<file path="src/logic/sipl_defs.vh">
// constants for the sensor interrupt pin logic
`ifndef SIPL_DEFS_VH
`define SIPL_DEFS_VH

// ****************************************
// register indices on the internal register port
// ****************************************
`define SIPL_ADDR_IRQ_OUTPUT_CONFIG 8'h00
`define SIPL_ADDR_IRQ_SOURCE_EN 8'h01
`define SIPL_ADDR_IRQ_STATUS 8'h02
`define SIPL_ADDR_OOR_REF_LO 8'h03
`define SIPL_ADDR_OOR_REF_MID 8'h04
`define SIPL_ADDR_OOR_RANGE 8'h05
`define SIPL_ADDR_OOR_CFG 8'h06

// ****************************************
// field positions
// ****************************************
// irq_output_config
`define SIPL_CFG_MODE 0
`define SIPL_CFG_POL 1
`define SIPL_CFG_DRIVE 2
`define SIPL_CFG_EN 3
// source enable and status share these positions
`define SIPL_SRC_DRDY 0
`define SIPL_SRC_THS 1
`define SIPL_SRC_FULL 2
`define SIPL_SRC_OOR 3
`define SIPL_STS_POR 4
// oor cfg
`define SIPL_OOR_REF16 0
`define SIPL_OOR_CNT_LO 1
`define SIPL_OOR_CNT_HI 2

// ****************************************
// reset values
// ****************************************
`define SIPL_RST_CONFIG 8'h00
`define SIPL_RST_SOURCE 8'h00
`define SIPL_RST_OOR 8'h00

// ****************************************
// timing
// ****************************************
`define SIPL_CLK_NS 50
`define SIPL_PULSE_NS 500
`define SIPL_GAP_NS 1000
`define SIPL_PULSE_CYC ((`SIPL_PULSE_NS + `SIPL_CLK_NS - 1) / `SIPL_CLK_NS)
`define SIPL_GAP_CYC ((`SIPL_GAP_NS + `SIPL_CLK_NS - 1) / `SIPL_CLK_NS)

`endif

</file>
<file path="src/logic/sipl_oor_check.v">
// out-of-range window check with consecutive sample counter
`timescale 1ns/100ps
`include "sipl_defs.vh"

module sipl_oor_check
(
   // clock and reset
   input wire clock,
   input wire rst,
   // measurement
   input wire sample_valid,
   input wire [16:0] pressure,
   input wire flush,
   // configuration
   input wire [16:0] ref_value,
   input wire [7:0] half_width,
   input wire [1:0] cnt_lim,
   // result
   output reg oor_evt_ff
);

   reg [2:0] run_cnt_ff;
   reg [2:0] nxt_run_cnt;
   reg nxt_oor_evt;
   wire [17:0] upper;
   wire [17:0] p_plus;
   wire outside;

   // compare in 18 bits so the window edges never wrap
   assign upper = {1'b0, ref_value} + {10'h000, half_width};
   assign p_plus = {1'b0, pressure} + {10'h000, half_width};
   assign outside = ({1'b0, pressure} > upper) || (p_plus < {1'b0, ref_value});

   // count consecutive outside samples, event each sample once limit met
   always @*
   begin
      nxt_run_cnt = run_cnt_ff;
      nxt_oor_evt = 1'b0;
      if (flush)
      begin
         nxt_run_cnt = 3'h0;
      end
      else if (sample_valid)
      begin
         if (!outside)
         begin
            nxt_run_cnt = 3'h0;
         end
         else
         begin
            if (run_cnt_ff <= {1'b0, cnt_lim})
            begin
               nxt_run_cnt = run_cnt_ff + 3'h1;
            end
            // limit is cnt_lim+1 samples; keeps firing while still outside
            nxt_oor_evt = (run_cnt_ff >= {1'b0, cnt_lim});
         end
      end
   end

   always @(posedge clock)
   begin
      if (rst)
      begin
         run_cnt_ff <= 3'h0;
         oor_evt_ff <= 1'b0;
      end
      else
      begin
         run_cnt_ff <= nxt_run_cnt;
         oor_evt_ff <= nxt_oor_evt;
      end
   end

endmodule

</file>
<file path="src/logic/sipl_pin_drive.v">
// interrupt pin output stage: polarity and drive type
`timescale 1ns/100ps

module sipl_pin_drive
(
   // clock and reset
   input wire clock,
   input wire rst,
   // control
   input wire asserted,
   input wire active_high,
   input wire irq_drive_type,
   input wire pin_en,
   // pin
   output reg irq_pin_o_ff,
   output reg irq_pin_oe_ff
);

   wire level;

   assign level = active_high ? asserted : ~asserted;

   // open drain only ever pulls low; disabled pin floats
   always @(posedge clock)
   begin
      if (rst)
      begin
         irq_pin_o_ff <= 1'b0;
         irq_pin_oe_ff <= 1'b0;
      end
      else if (!pin_en)
      begin
         irq_pin_o_ff <= 1'b0;
         irq_pin_oe_ff <= 1'b0;
      end
      else if (irq_drive_type)
      begin
         irq_pin_o_ff <= 1'b0;
         irq_pin_oe_ff <= ~level;
      end
      else
      begin
         irq_pin_o_ff <= level;
         irq_pin_oe_ff <= 1'b1;
      end
   end

endmodule

</file>
<file path="src/logic/sipl_top.v">
// sensor interrupt pin logic: status, source combining and pin timing
// How it works
// - config bit picks pulsed or latched
// - config bit picks active high or low
// - config bit picks open-drain or push-pull
// - pin enable ORs all enabled sources
// - pulsed: one pulse per rising condition
// - pulse lasts pulse time, gap enforced
// - latched: asserted while any condition true
// - latched: minimum gap between assertions
// - fifo contributions drop when condition ends
// - data-ready drops after status read
// - out-of-range drops after status read
// - new data during release keeps pin asserted
// - fifo disable or flush drops fifo interrupt
// - flush also drops out-of-range interrupt
// - threshold rewrite deasserts, reasserts after gap
// - gap kept for drdy and oor combined
// - status bits never self-clear
// - fifo status clears when gone and read
// - drdy and oor status clear on read
// - interrupts continue during fifo readout
// - fifo conditions raised at measurement end
// - oor window compare over sample count
// - data ready on new results
// - power-up status bit, never on pin
`timescale 1ns/100ps
`include "sipl_defs.vh"

module sipl_top
(
   // clock and reset
   input wire clock,
   input wire rst,
   // register port from the host interface
   input wire reg_wr,
   input wire reg_rd,
   input wire [7:0] reg_addr,
   input wire [7:0] reg_wdata,
   output reg [7:0] reg_rdata_ff,
   // measurement core
   input wire meas_done,
   input wire [16:0] pressure,
   // fifo
   input wire fifo_enabled,
   input wire fifo_flush,
   input wire fifo_full_cond,
   input wire fifo_ths_cond,
   input wire fifo_ths_rewrite,
   // interrupt pin
   output wire irq_pin_o,
   output wire irq_pin_oe
);

   // ****************************************
   // state machine codes
   // ****************************************
   localparam ST_IDLE = 2'b00;
   localparam ST_ASSERT = 2'b01;
   localparam ST_GAP = 2'b10;
   localparam [31:0] PULSE_W = `SIPL_PULSE_CYC;
   localparam [31:0] GAP_W = `SIPL_GAP_CYC;
   localparam [7:0] PULSE_CYC = PULSE_W[7:0];
   localparam [7:0] GAP_CYC = GAP_W[7:0];

   // ****************************************
   // registers
   // ****************************************
   reg [7:0] irq_output_config_ff;
   reg [7:0] irq_source_en_ff;
   reg [7:0] oor_ref_lo_ff;
   reg [7:0] oor_ref_mid_ff;
   reg [7:0] oor_range_ff;
   reg [7:0] oor_cfg_ff;
   reg [4:0] status_ff;
   reg [4:0] nxt_status;
   reg full_act_ff;
   reg ths_act_ff;
   reg nxt_full_act;
   reg nxt_ths_act;
   reg full_prev_ff;
   reg ths_prev_ff;
   reg ths_reeval_ff;
   reg [1:0] state_ff;
   reg [1:0] nxt_state;
   reg [7:0] cnt_ff;
   reg [7:0] nxt_cnt;
   reg pending_ff;
   reg nxt_pending;
   reg asserted_ff;
   reg nxt_asserted;
   reg [7:0] nxt_rdata;

   wire status_rd;
   wire fifo_kill;
   wire oor_evt;
   wire mode_latched;
   wire pin_en;
   wire [3:0] en;
   wire [3:0] pulse_src;
   wire [3:0] latch_src;
   wire pulse_trig;
   wire latch_level;
   wire drop_now;

   // ****************************************
   // register writes
   // ****************************************
   // mode-change order is the host's duty; not policed here
   always @(posedge clock)
   begin
      if (rst)
      begin
         irq_output_config_ff <= `SIPL_RST_CONFIG;
         irq_source_en_ff <= `SIPL_RST_SOURCE;
         oor_ref_lo_ff <= `SIPL_RST_OOR;
         oor_ref_mid_ff <= `SIPL_RST_OOR;
         oor_range_ff <= `SIPL_RST_OOR;
         oor_cfg_ff <= `SIPL_RST_OOR;
      end
      else if (reg_wr)
      begin
         if (reg_addr == `SIPL_ADDR_IRQ_OUTPUT_CONFIG)
         begin
            irq_output_config_ff <= {4'h0, reg_wdata[3:0]};
         end
         else if (reg_addr == `SIPL_ADDR_IRQ_SOURCE_EN)
         begin
            irq_source_en_ff <= {4'h0, reg_wdata[3:0]};
         end
         else if (reg_addr == `SIPL_ADDR_OOR_REF_LO)
         begin
            oor_ref_lo_ff <= reg_wdata;
         end
         else if (reg_addr == `SIPL_ADDR_OOR_REF_MID)
         begin
            oor_ref_mid_ff <= reg_wdata;
         end
         else if (reg_addr == `SIPL_ADDR_OOR_RANGE)
         begin
            oor_range_ff <= reg_wdata;
         end
         else if (reg_addr == `SIPL_ADDR_OOR_CFG)
         begin
            oor_cfg_ff <= {5'h00, reg_wdata[2:0]};
         end
      end
   end

   // ****************************************
   // decoded controls
   // ****************************************
   assign mode_latched = irq_output_config_ff[`SIPL_CFG_MODE];
   assign pin_en = irq_output_config_ff[`SIPL_CFG_EN];
   assign en = irq_source_en_ff[3:0];
   assign status_rd = reg_rd && (reg_addr == `SIPL_ADDR_IRQ_STATUS);
   // a disabled fifo behaves like a flush for its own interrupts
   assign fifo_kill = fifo_flush || !fifo_enabled;

   // ****************************************
   // out-of-range detector
   // ****************************************
   sipl_oor_check u_oor
   (
      .clock(clock),
      .rst(rst),
      .sample_valid(meas_done),
      .pressure(pressure),
      .flush(fifo_flush),
      .ref_value({oor_cfg_ff[`SIPL_OOR_REF16], oor_ref_mid_ff, oor_ref_lo_ff}),
      .half_width(oor_range_ff),
      .cnt_lim(oor_cfg_ff[`SIPL_OOR_CNT_HI:`SIPL_OOR_CNT_LO]),
      .oor_evt_ff(oor_evt)
   );

   // ****************************************
   // fifo condition tracking
   // ****************************************
   // conditions are sampled at measurement end (threshold also right after a rewrite), then follow the level
   always @*
   begin
      nxt_full_act = full_act_ff;
      nxt_ths_act = ths_act_ff;
      if (!fifo_full_cond)
      begin
         nxt_full_act = 1'b0;
      end
      else if (meas_done)
      begin
         nxt_full_act = 1'b1;
      end
      if (!fifo_ths_cond || fifo_ths_rewrite)
      begin
         nxt_ths_act = 1'b0;
      end
      else if (meas_done || ths_reeval_ff)
      begin
         nxt_ths_act = 1'b1;
      end
      if (fifo_kill)
      begin
         nxt_full_act = 1'b0;
         nxt_ths_act = 1'b0;
      end
   end

   always @(posedge clock)
   begin
      if (rst)
      begin
         full_act_ff <= 1'b0;
         ths_act_ff <= 1'b0;
         full_prev_ff <= 1'b0;
         ths_prev_ff <= 1'b0;
         ths_reeval_ff <= 1'b0;
      end
      else
      begin
         full_act_ff <= nxt_full_act;
         ths_act_ff <= nxt_ths_act;
         full_prev_ff <= full_act_ff;
         ths_prev_ff <= ths_act_ff;
         // new threshold judged after the forced drop
         ths_reeval_ff <= fifo_ths_rewrite && fifo_enabled;
      end
   end

   // ****************************************
   // interrupt status
   // ****************************************
   // hardware set wins over the read clear in the same cycle
   always @*
   begin
      nxt_status = status_ff;
      if (status_rd)
      begin
         nxt_status[`SIPL_SRC_DRDY] = 1'b0;
         nxt_status[`SIPL_SRC_OOR] = 1'b0;
         nxt_status[`SIPL_STS_POR] = 1'b0;
         if (!full_act_ff)
         begin
            nxt_status[`SIPL_SRC_FULL] = 1'b0;
         end
         if (!ths_act_ff)
         begin
            nxt_status[`SIPL_SRC_THS] = 1'b0;
         end
      end
      if (fifo_ths_rewrite)
      begin
         nxt_status[`SIPL_SRC_THS] = 1'b0;
      end
      if (fifo_kill)
      begin
         nxt_status[`SIPL_SRC_FULL] = 1'b0;
         nxt_status[`SIPL_SRC_THS] = 1'b0;
      end
      if (fifo_flush)
      begin
         nxt_status[`SIPL_SRC_OOR] = 1'b0;
      end
      // status only shows enabled sources; nothing else clears it
      if (en[`SIPL_SRC_DRDY] && meas_done)
      begin
         nxt_status[`SIPL_SRC_DRDY] = 1'b1;
      end
      if (en[`SIPL_SRC_OOR] && oor_evt && !fifo_flush)
      begin
         nxt_status[`SIPL_SRC_OOR] = 1'b1;
      end
      if (en[`SIPL_SRC_FULL] && nxt_full_act)
      begin
         nxt_status[`SIPL_SRC_FULL] = 1'b1;
      end
      if (en[`SIPL_SRC_THS] && nxt_ths_act)
      begin
         nxt_status[`SIPL_SRC_THS] = 1'b1;
      end
   end

   always @(posedge clock)
   begin
      if (rst)
      begin
         // power-up flag comes up set and is reported only by status
         status_ff <= 5'h10;
      end
      else
      begin
         status_ff <= nxt_status;
      end
   end

   // ****************************************
   // source combining
   // ****************************************
   // pulsed mode looks at rising edges, latched mode at held levels
   assign pulse_src = {oor_evt, full_act_ff & ~full_prev_ff,
                       ths_act_ff & ~ths_prev_ff, meas_done};
   assign latch_src = {status_ff[`SIPL_SRC_OOR], full_act_ff, ths_act_ff,
                       status_ff[`SIPL_SRC_DRDY]};
   assign pulse_trig = |(en & pulse_src);
   assign latch_level = |(en & latch_src);
   // forced drops cut a pulse or assertion short
   assign drop_now = fifo_flush || fifo_ths_rewrite;

   // ****************************************
   // pin timing state machine
   // ****************************************
   always @*
   begin
      nxt_state = state_ff;
      nxt_cnt = cnt_ff;
      nxt_asserted = asserted_ff;
      nxt_pending = pending_ff;
      if (pulse_trig)
      begin
         nxt_pending = 1'b1;
      end
      case (state_ff)
         ST_IDLE:
         begin
            nxt_asserted = 1'b0;
            if (mode_latched)
            begin
               nxt_pending = 1'b0;
               if (latch_level && pin_en)
               begin
                  nxt_state = ST_ASSERT;
                  nxt_asserted = 1'b1;
               end
            end
            else if ((pending_ff || pulse_trig) && pin_en)
            begin
               nxt_state = ST_ASSERT;
               nxt_asserted = 1'b1;
               nxt_pending = 1'b0;
               nxt_cnt = PULSE_CYC - 8'h01;
            end
         end
         ST_ASSERT:
         begin
            if (!pin_en || drop_now)
            begin
               nxt_state = ST_GAP;
               nxt_asserted = 1'b0;
               nxt_cnt = GAP_CYC - 8'h01;
            end
            else if (mode_latched)
            begin
               // a fresh data-ready during the read keeps the level up
               if (!latch_level)
               begin
                  nxt_state = ST_GAP;
                  nxt_asserted = 1'b0;
                  nxt_cnt = GAP_CYC - 8'h01;
               end
            end
            else if (cnt_ff == 8'h00)
            begin
               nxt_state = ST_GAP;
               nxt_asserted = 1'b0;
               nxt_cnt = GAP_CYC - 8'h01;
            end
            else
            begin
               nxt_cnt = cnt_ff - 8'h01;
            end
         end
         ST_GAP:
         begin
            // gap is always honoured here, the simplest legal choice
            nxt_asserted = 1'b0;
            if (cnt_ff == 8'h00)
            begin
               nxt_state = ST_IDLE;
            end
            else
            begin
               nxt_cnt = cnt_ff - 8'h01;
            end
         end
         default:
         begin
            nxt_state = ST_IDLE;
            nxt_asserted = 1'b0;
            nxt_cnt = 8'h00;
         end
      endcase
      if (!pin_en || fifo_flush)
      begin
         nxt_pending = 1'b0;
      end
   end

   always @(posedge clock)
   begin
      if (rst)
      begin
         state_ff <= ST_IDLE;
         cnt_ff <= 8'h00;
         pending_ff <= 1'b0;
         asserted_ff <= 1'b0;
      end
      else
      begin
         state_ff <= nxt_state;
         cnt_ff <= nxt_cnt;
         pending_ff <= nxt_pending;
         asserted_ff <= nxt_asserted;
      end
   end

   // ****************************************
   // register read back
   // ****************************************
   always @*
   begin
      nxt_rdata = 8'h00;
      if (reg_addr == `SIPL_ADDR_IRQ_OUTPUT_CONFIG)
      begin
         nxt_rdata = irq_output_config_ff;
      end
      else if (reg_addr == `SIPL_ADDR_IRQ_SOURCE_EN)
      begin
         nxt_rdata = irq_source_en_ff;
      end
      else if (reg_addr == `SIPL_ADDR_IRQ_STATUS)
      begin
         nxt_rdata = {3'h0, status_ff};
      end
      else if (reg_addr == `SIPL_ADDR_OOR_REF_LO)
      begin
         nxt_rdata = oor_ref_lo_ff;
      end
      else if (reg_addr == `SIPL_ADDR_OOR_REF_MID)
      begin
         nxt_rdata = oor_ref_mid_ff;
      end
      else if (reg_addr == `SIPL_ADDR_OOR_RANGE)
      begin
         nxt_rdata = oor_range_ff;
      end
      else if (reg_addr == `SIPL_ADDR_OOR_CFG)
      begin
         nxt_rdata = oor_cfg_ff;
      end
   end

   // read data holds until the next read
   always @(posedge clock)
   begin
      if (rst)
      begin
         reg_rdata_ff <= 8'h00;
      end
      else if (reg_rd)
      begin
         reg_rdata_ff <= nxt_rdata;
      end
   end

   // ****************************************
   // pin output stage
   // ****************************************
   sipl_pin_drive u_pin
   (
      .clock(clock),
      .rst(rst),
      .asserted(asserted_ff),
      .active_high(irq_output_config_ff[`SIPL_CFG_POL]),
      .irq_drive_type(irq_output_config_ff[`SIPL_CFG_DRIVE]),
      .pin_en(pin_en),
      .irq_pin_o_ff(irq_pin_o),
      .irq_pin_oe_ff(irq_pin_oe)
   );

endmodule

</file>
<file path="config.mk">
export PLATFORM = sky130hd
export DESIGN_NAME = sipl_top
export DESIGN_NICKNAME = d
export VERILOG_FILES = /design/src/logic/sipl_oor_check.v /design/src/logic/sipl_pin_drive.v /design/src/logic/sipl_top.v
export VERILOG_INCLUDE_DIRS = /design/src /design/src/logic
export SDC_FILE = /design/constraint.sdc
export NUM_CORES = 1
export LEC_CHECK = 0
export BUFFER_PORTS_ARGS = -buffer_cell sky130_fd_sc_hd__buf_2
export CELL_PAD_IN_SITES_DETAIL_PLACEMENT = 1
export CELL_PAD_IN_SITES_GLOBAL_PLACEMENT = 1
export CORE_MARGIN = 2
export CORE_UTILIZATION = 37
export DETAILED_ROUTE_END_ITERATION = 12
export GPL_ROUTABILITY_DRIVEN = 0
export GPL_TIMING_DRIVEN = 1
export PLACE_DENSITY_LB_ADDON = 0.1
export SYNTH_ARGS = -nofsm -noshare
export SYNTH_HDL_FRONTEND = slang
export SYNTH_HIERARCHICAL = 1
export SYNTH_SLANG_ARGS = --single-unit
</file>
<file path="constraint.sdc">
create_clock -name clock -period 5 [get_ports clock]
set_clock_uncertainty 0.2 [all_clocks]
set_input_delay 0.5 -clock clock [delete_from_list [all_inputs] [get_ports clock]]
set_output_delay 0.5 -clock clock [all_outputs]
set_load 0.02 [all_outputs]
</file>
==> metrics.txt <==
outcome=finished clean; vias in the first global route=4703; Final setup viols=0; clock sinks=71; initial antenna violation count=0; H-tree depth=3; Fin. Hold Viols=0; worst-skew pair later-pin latency=0.34 ns; min cycle time layout=4.41 ns; Routed WL per cell=17.7 um; Clock Power Share=49.3%; CTS buffer count=9; n_diodes=0; Layout area overhead=14.4%; router iterations before antenna repair=5; maximum fanout along the worst path=5; Storage cell area=0.00142 mm^2; crit path max-delay cell type=o41ai_2; PwrDens=241 mW/mm^2; VDD IR max=0.158 mV; DRT antenna net count=0; CP arrival=4.44 ns; DRC Markers=0; Initial Util=38.3%; Reg power frac=40.9%; max frequency=227 MHz; core region area=0.0133 mm^2; cell row count=42; Setup TNS=0 ns; number of port buffers=52; Layout fillers=1627; Resize count post-CTS=0; Final nets=759; fin. max-slew vios=0; WP data required=5.03 ns; CP peak stage delay=0.49 ns; drt total wl=14.9 mm; CTS clk-pin slew, worst paths=0.06 ns; post-synthesis cell type count=68; Top delay family on crit path=compound AO/OA/AOI/OAI gates; ys flop type=dfxtp_1; dpl cells=825; CTS tree=built; max cap viols=0; Internal Power=1.06 mW; EDFF count, synth=0; total grt overflow=0; most frequent CP cell=ha_1; Non-Filler Instances=841; clock root cell=clkbuf_16; Power Total=1.41 mW; pre-CTS setup slack=0.392 ns; Syn. warnings=6; Finished Core Util=43.8%; syn avg cell area=8.32 um^2; commonest non-fill, non-tap cells in the layout=nor2_1 (73), dfxtp_1 (71), ha_1 (54); First DRT Iteration DRCs=196; first-pass GRT wire length=24.2 mm; Comb power frac=9.8%; Buf+Inv Stages, Crit Path=0; period utilization=88.3%; via count=4608; Net Sw Frac=24.5%; #FFs+latches synth=71; Crit. End Element=flip-flop; multi-input logic area=0.00345 mm^2; type of the worst min-delay path=input pin to flip-flop; Syn Inst Count=614; Mapped Area=0.00511 mm^2; vias per cell=5.48; die extent in y=122 um; Max clock buf depth=2; GR Util All Layers=21.0%; die area=0.0148 mm^2; most common cell after layout, fill and taps aside=nor2_1; Cell Chain, Critical Path=ha_1 -> fa_1 -> a21o_1 -> a21oi_1 -> nor2b_1 -> o21a_1 -> o41ai_2 -> xnor2_1 -> ha_1 -> a211oi_1 -> nor2_1 -> o41ai_1 -> o211a_1 -> a22oi_4 -> a2111oi_2; Post-synth ARST share=0%; Chip Width=122 um; Seq/Total Area, Yosys=27.8%; Post CTS Setup Buffer Count=0; P_leak=2.21 nW; CTS Hold Bufs=0; critical path startpoint category=flip-flop; setup ws final=0.586 ns; Max-Slew Margin vs Limit=38.8%; critical path type=flip-flop to flip-flop; Detailed Place HPWL=11.9 mm; layout cells sized above 1=13.7%; Sw Pwr=344 uW; Syn Nets=713; RSZ-0062 raised after global routing=no; largest net degree at the start of global routing=63; Ports=53; Tightest Pin Transition=0.906 ns
-- cells in the mapped netlist (all sizes together), types with 3 or more instances --
cell type,n,area (um^2)
o21bai,4,30.0
nand3,14,70.1
inv,42,158
nand2b,10,62.6
ha,54,676
clkbuf,14,52.6
a31oi,8,56.3
o22ai,3,18.8
nand3b,3,22.5
buf,4,22.5
nand4,10,62.6
a221o,3,30.0
dfxtp,71,1420
nor4,6,52.6
mux2i,32,320
nor2b,11,68.8
nor2,73,274
xnor2,20,175
nand2,50,188
o31ai,4,30.0
a22o,4,35.0
nor4b,3,32.5
o21ai,22,110
a311oi,6,65.1
o221ai,5,43.8
mux2,5,56.3
a21o,7,52.6
nor3,16,96.4
xor2,10,87.6
and3,5,31.3
a211oi,16,125
a21oi,40,200
o41ai,3,33.8
a22oi,5,51.3
o32ai,3,26.3
-- path summary, 6_finish.rpt --
| check | from | endpoint | slack, ns | cells after the start |
|---|---|---|---|---|
| max | oor_range_ff[0] | u_oor/run_cnt_ff[1] | 0.59 | 15 |
| min | fifo_ths_rewrite | ths_act_ff | 0.19 | 2 |
| max reg2reg | oor_range_ff[0] | u_oor/run_cnt_ff[1] | 0.59 | 15 |
| min reg2reg | status_ff[4] | status_ff[4] | 0.24 | 2 |
-- state kept, by name, indices dropped and copies added (netlist names), 2 cells and up --
register and count:
cnt_ff 8, oor_range_ff 8, oor_ref_lo_ff 8, oor_ref_mid_ff 8, reg_rdata_ff 8, status_ff 5, irq_output_config_ff 4, irq_source_en_ff 4
oor_cfg_ff 3, u_oor/run_cnt_ff 3, state_ff 2
-- cells by family after synthesis --
kind of cell / Yosys count / share of synthesized area (%)
compound gates: 146 / 20.3
xor+xnor: 30 / 5.14
fa+ha+maj: 56 / 14.0
buf+inv: 61 / 4.63
flops: 71 / 27.8
mux: 37 / 7.37
simple gates: 213 / 20.7
-- power groups by stage --
stage	Combinational [mW]	Clock (mW)	Sequential, mW
floorplan	0.0797	0	0.590
finish	0.138	0.694	0.575
CTS	0.139	0.710	0.575
global route	0.156	0.730	0.576
detailed placement	0.138	0	0.588
global placement	0.134	0	0.588
-- layer usage --
layer  routed length (um)  GRT usage [%]  vias to the layer above
met2                 6710           34.2                       57
li1                     -              -                     2329
met4                  170           4.81                        0
met5                    0              0                        -
met3                  402           3.34                       14
met1                 7570           29.3                     2208
-- area by class of cell --
class / count / area share, %
repair buffers: 53 / 4.58
clock inverters: 7 / 1.65
flip-flops and latches: 71 / 24.3
well taps: 176 / 3.77
inverters: 43 / 2.76
clock buffers: 9 / 3.85
multi-input cells: 482 / 59.1
-- stage by stage --
stage	area, um^2	hold WS (ns)
after floorplan	5110	0.220
after global placement	5520	0.233
after detailed placement	5520	0.237
after CTS	5840	0.185
after global routing	5840	0.191
final	5840	0.194
Power figures use the tool's default switching activity.
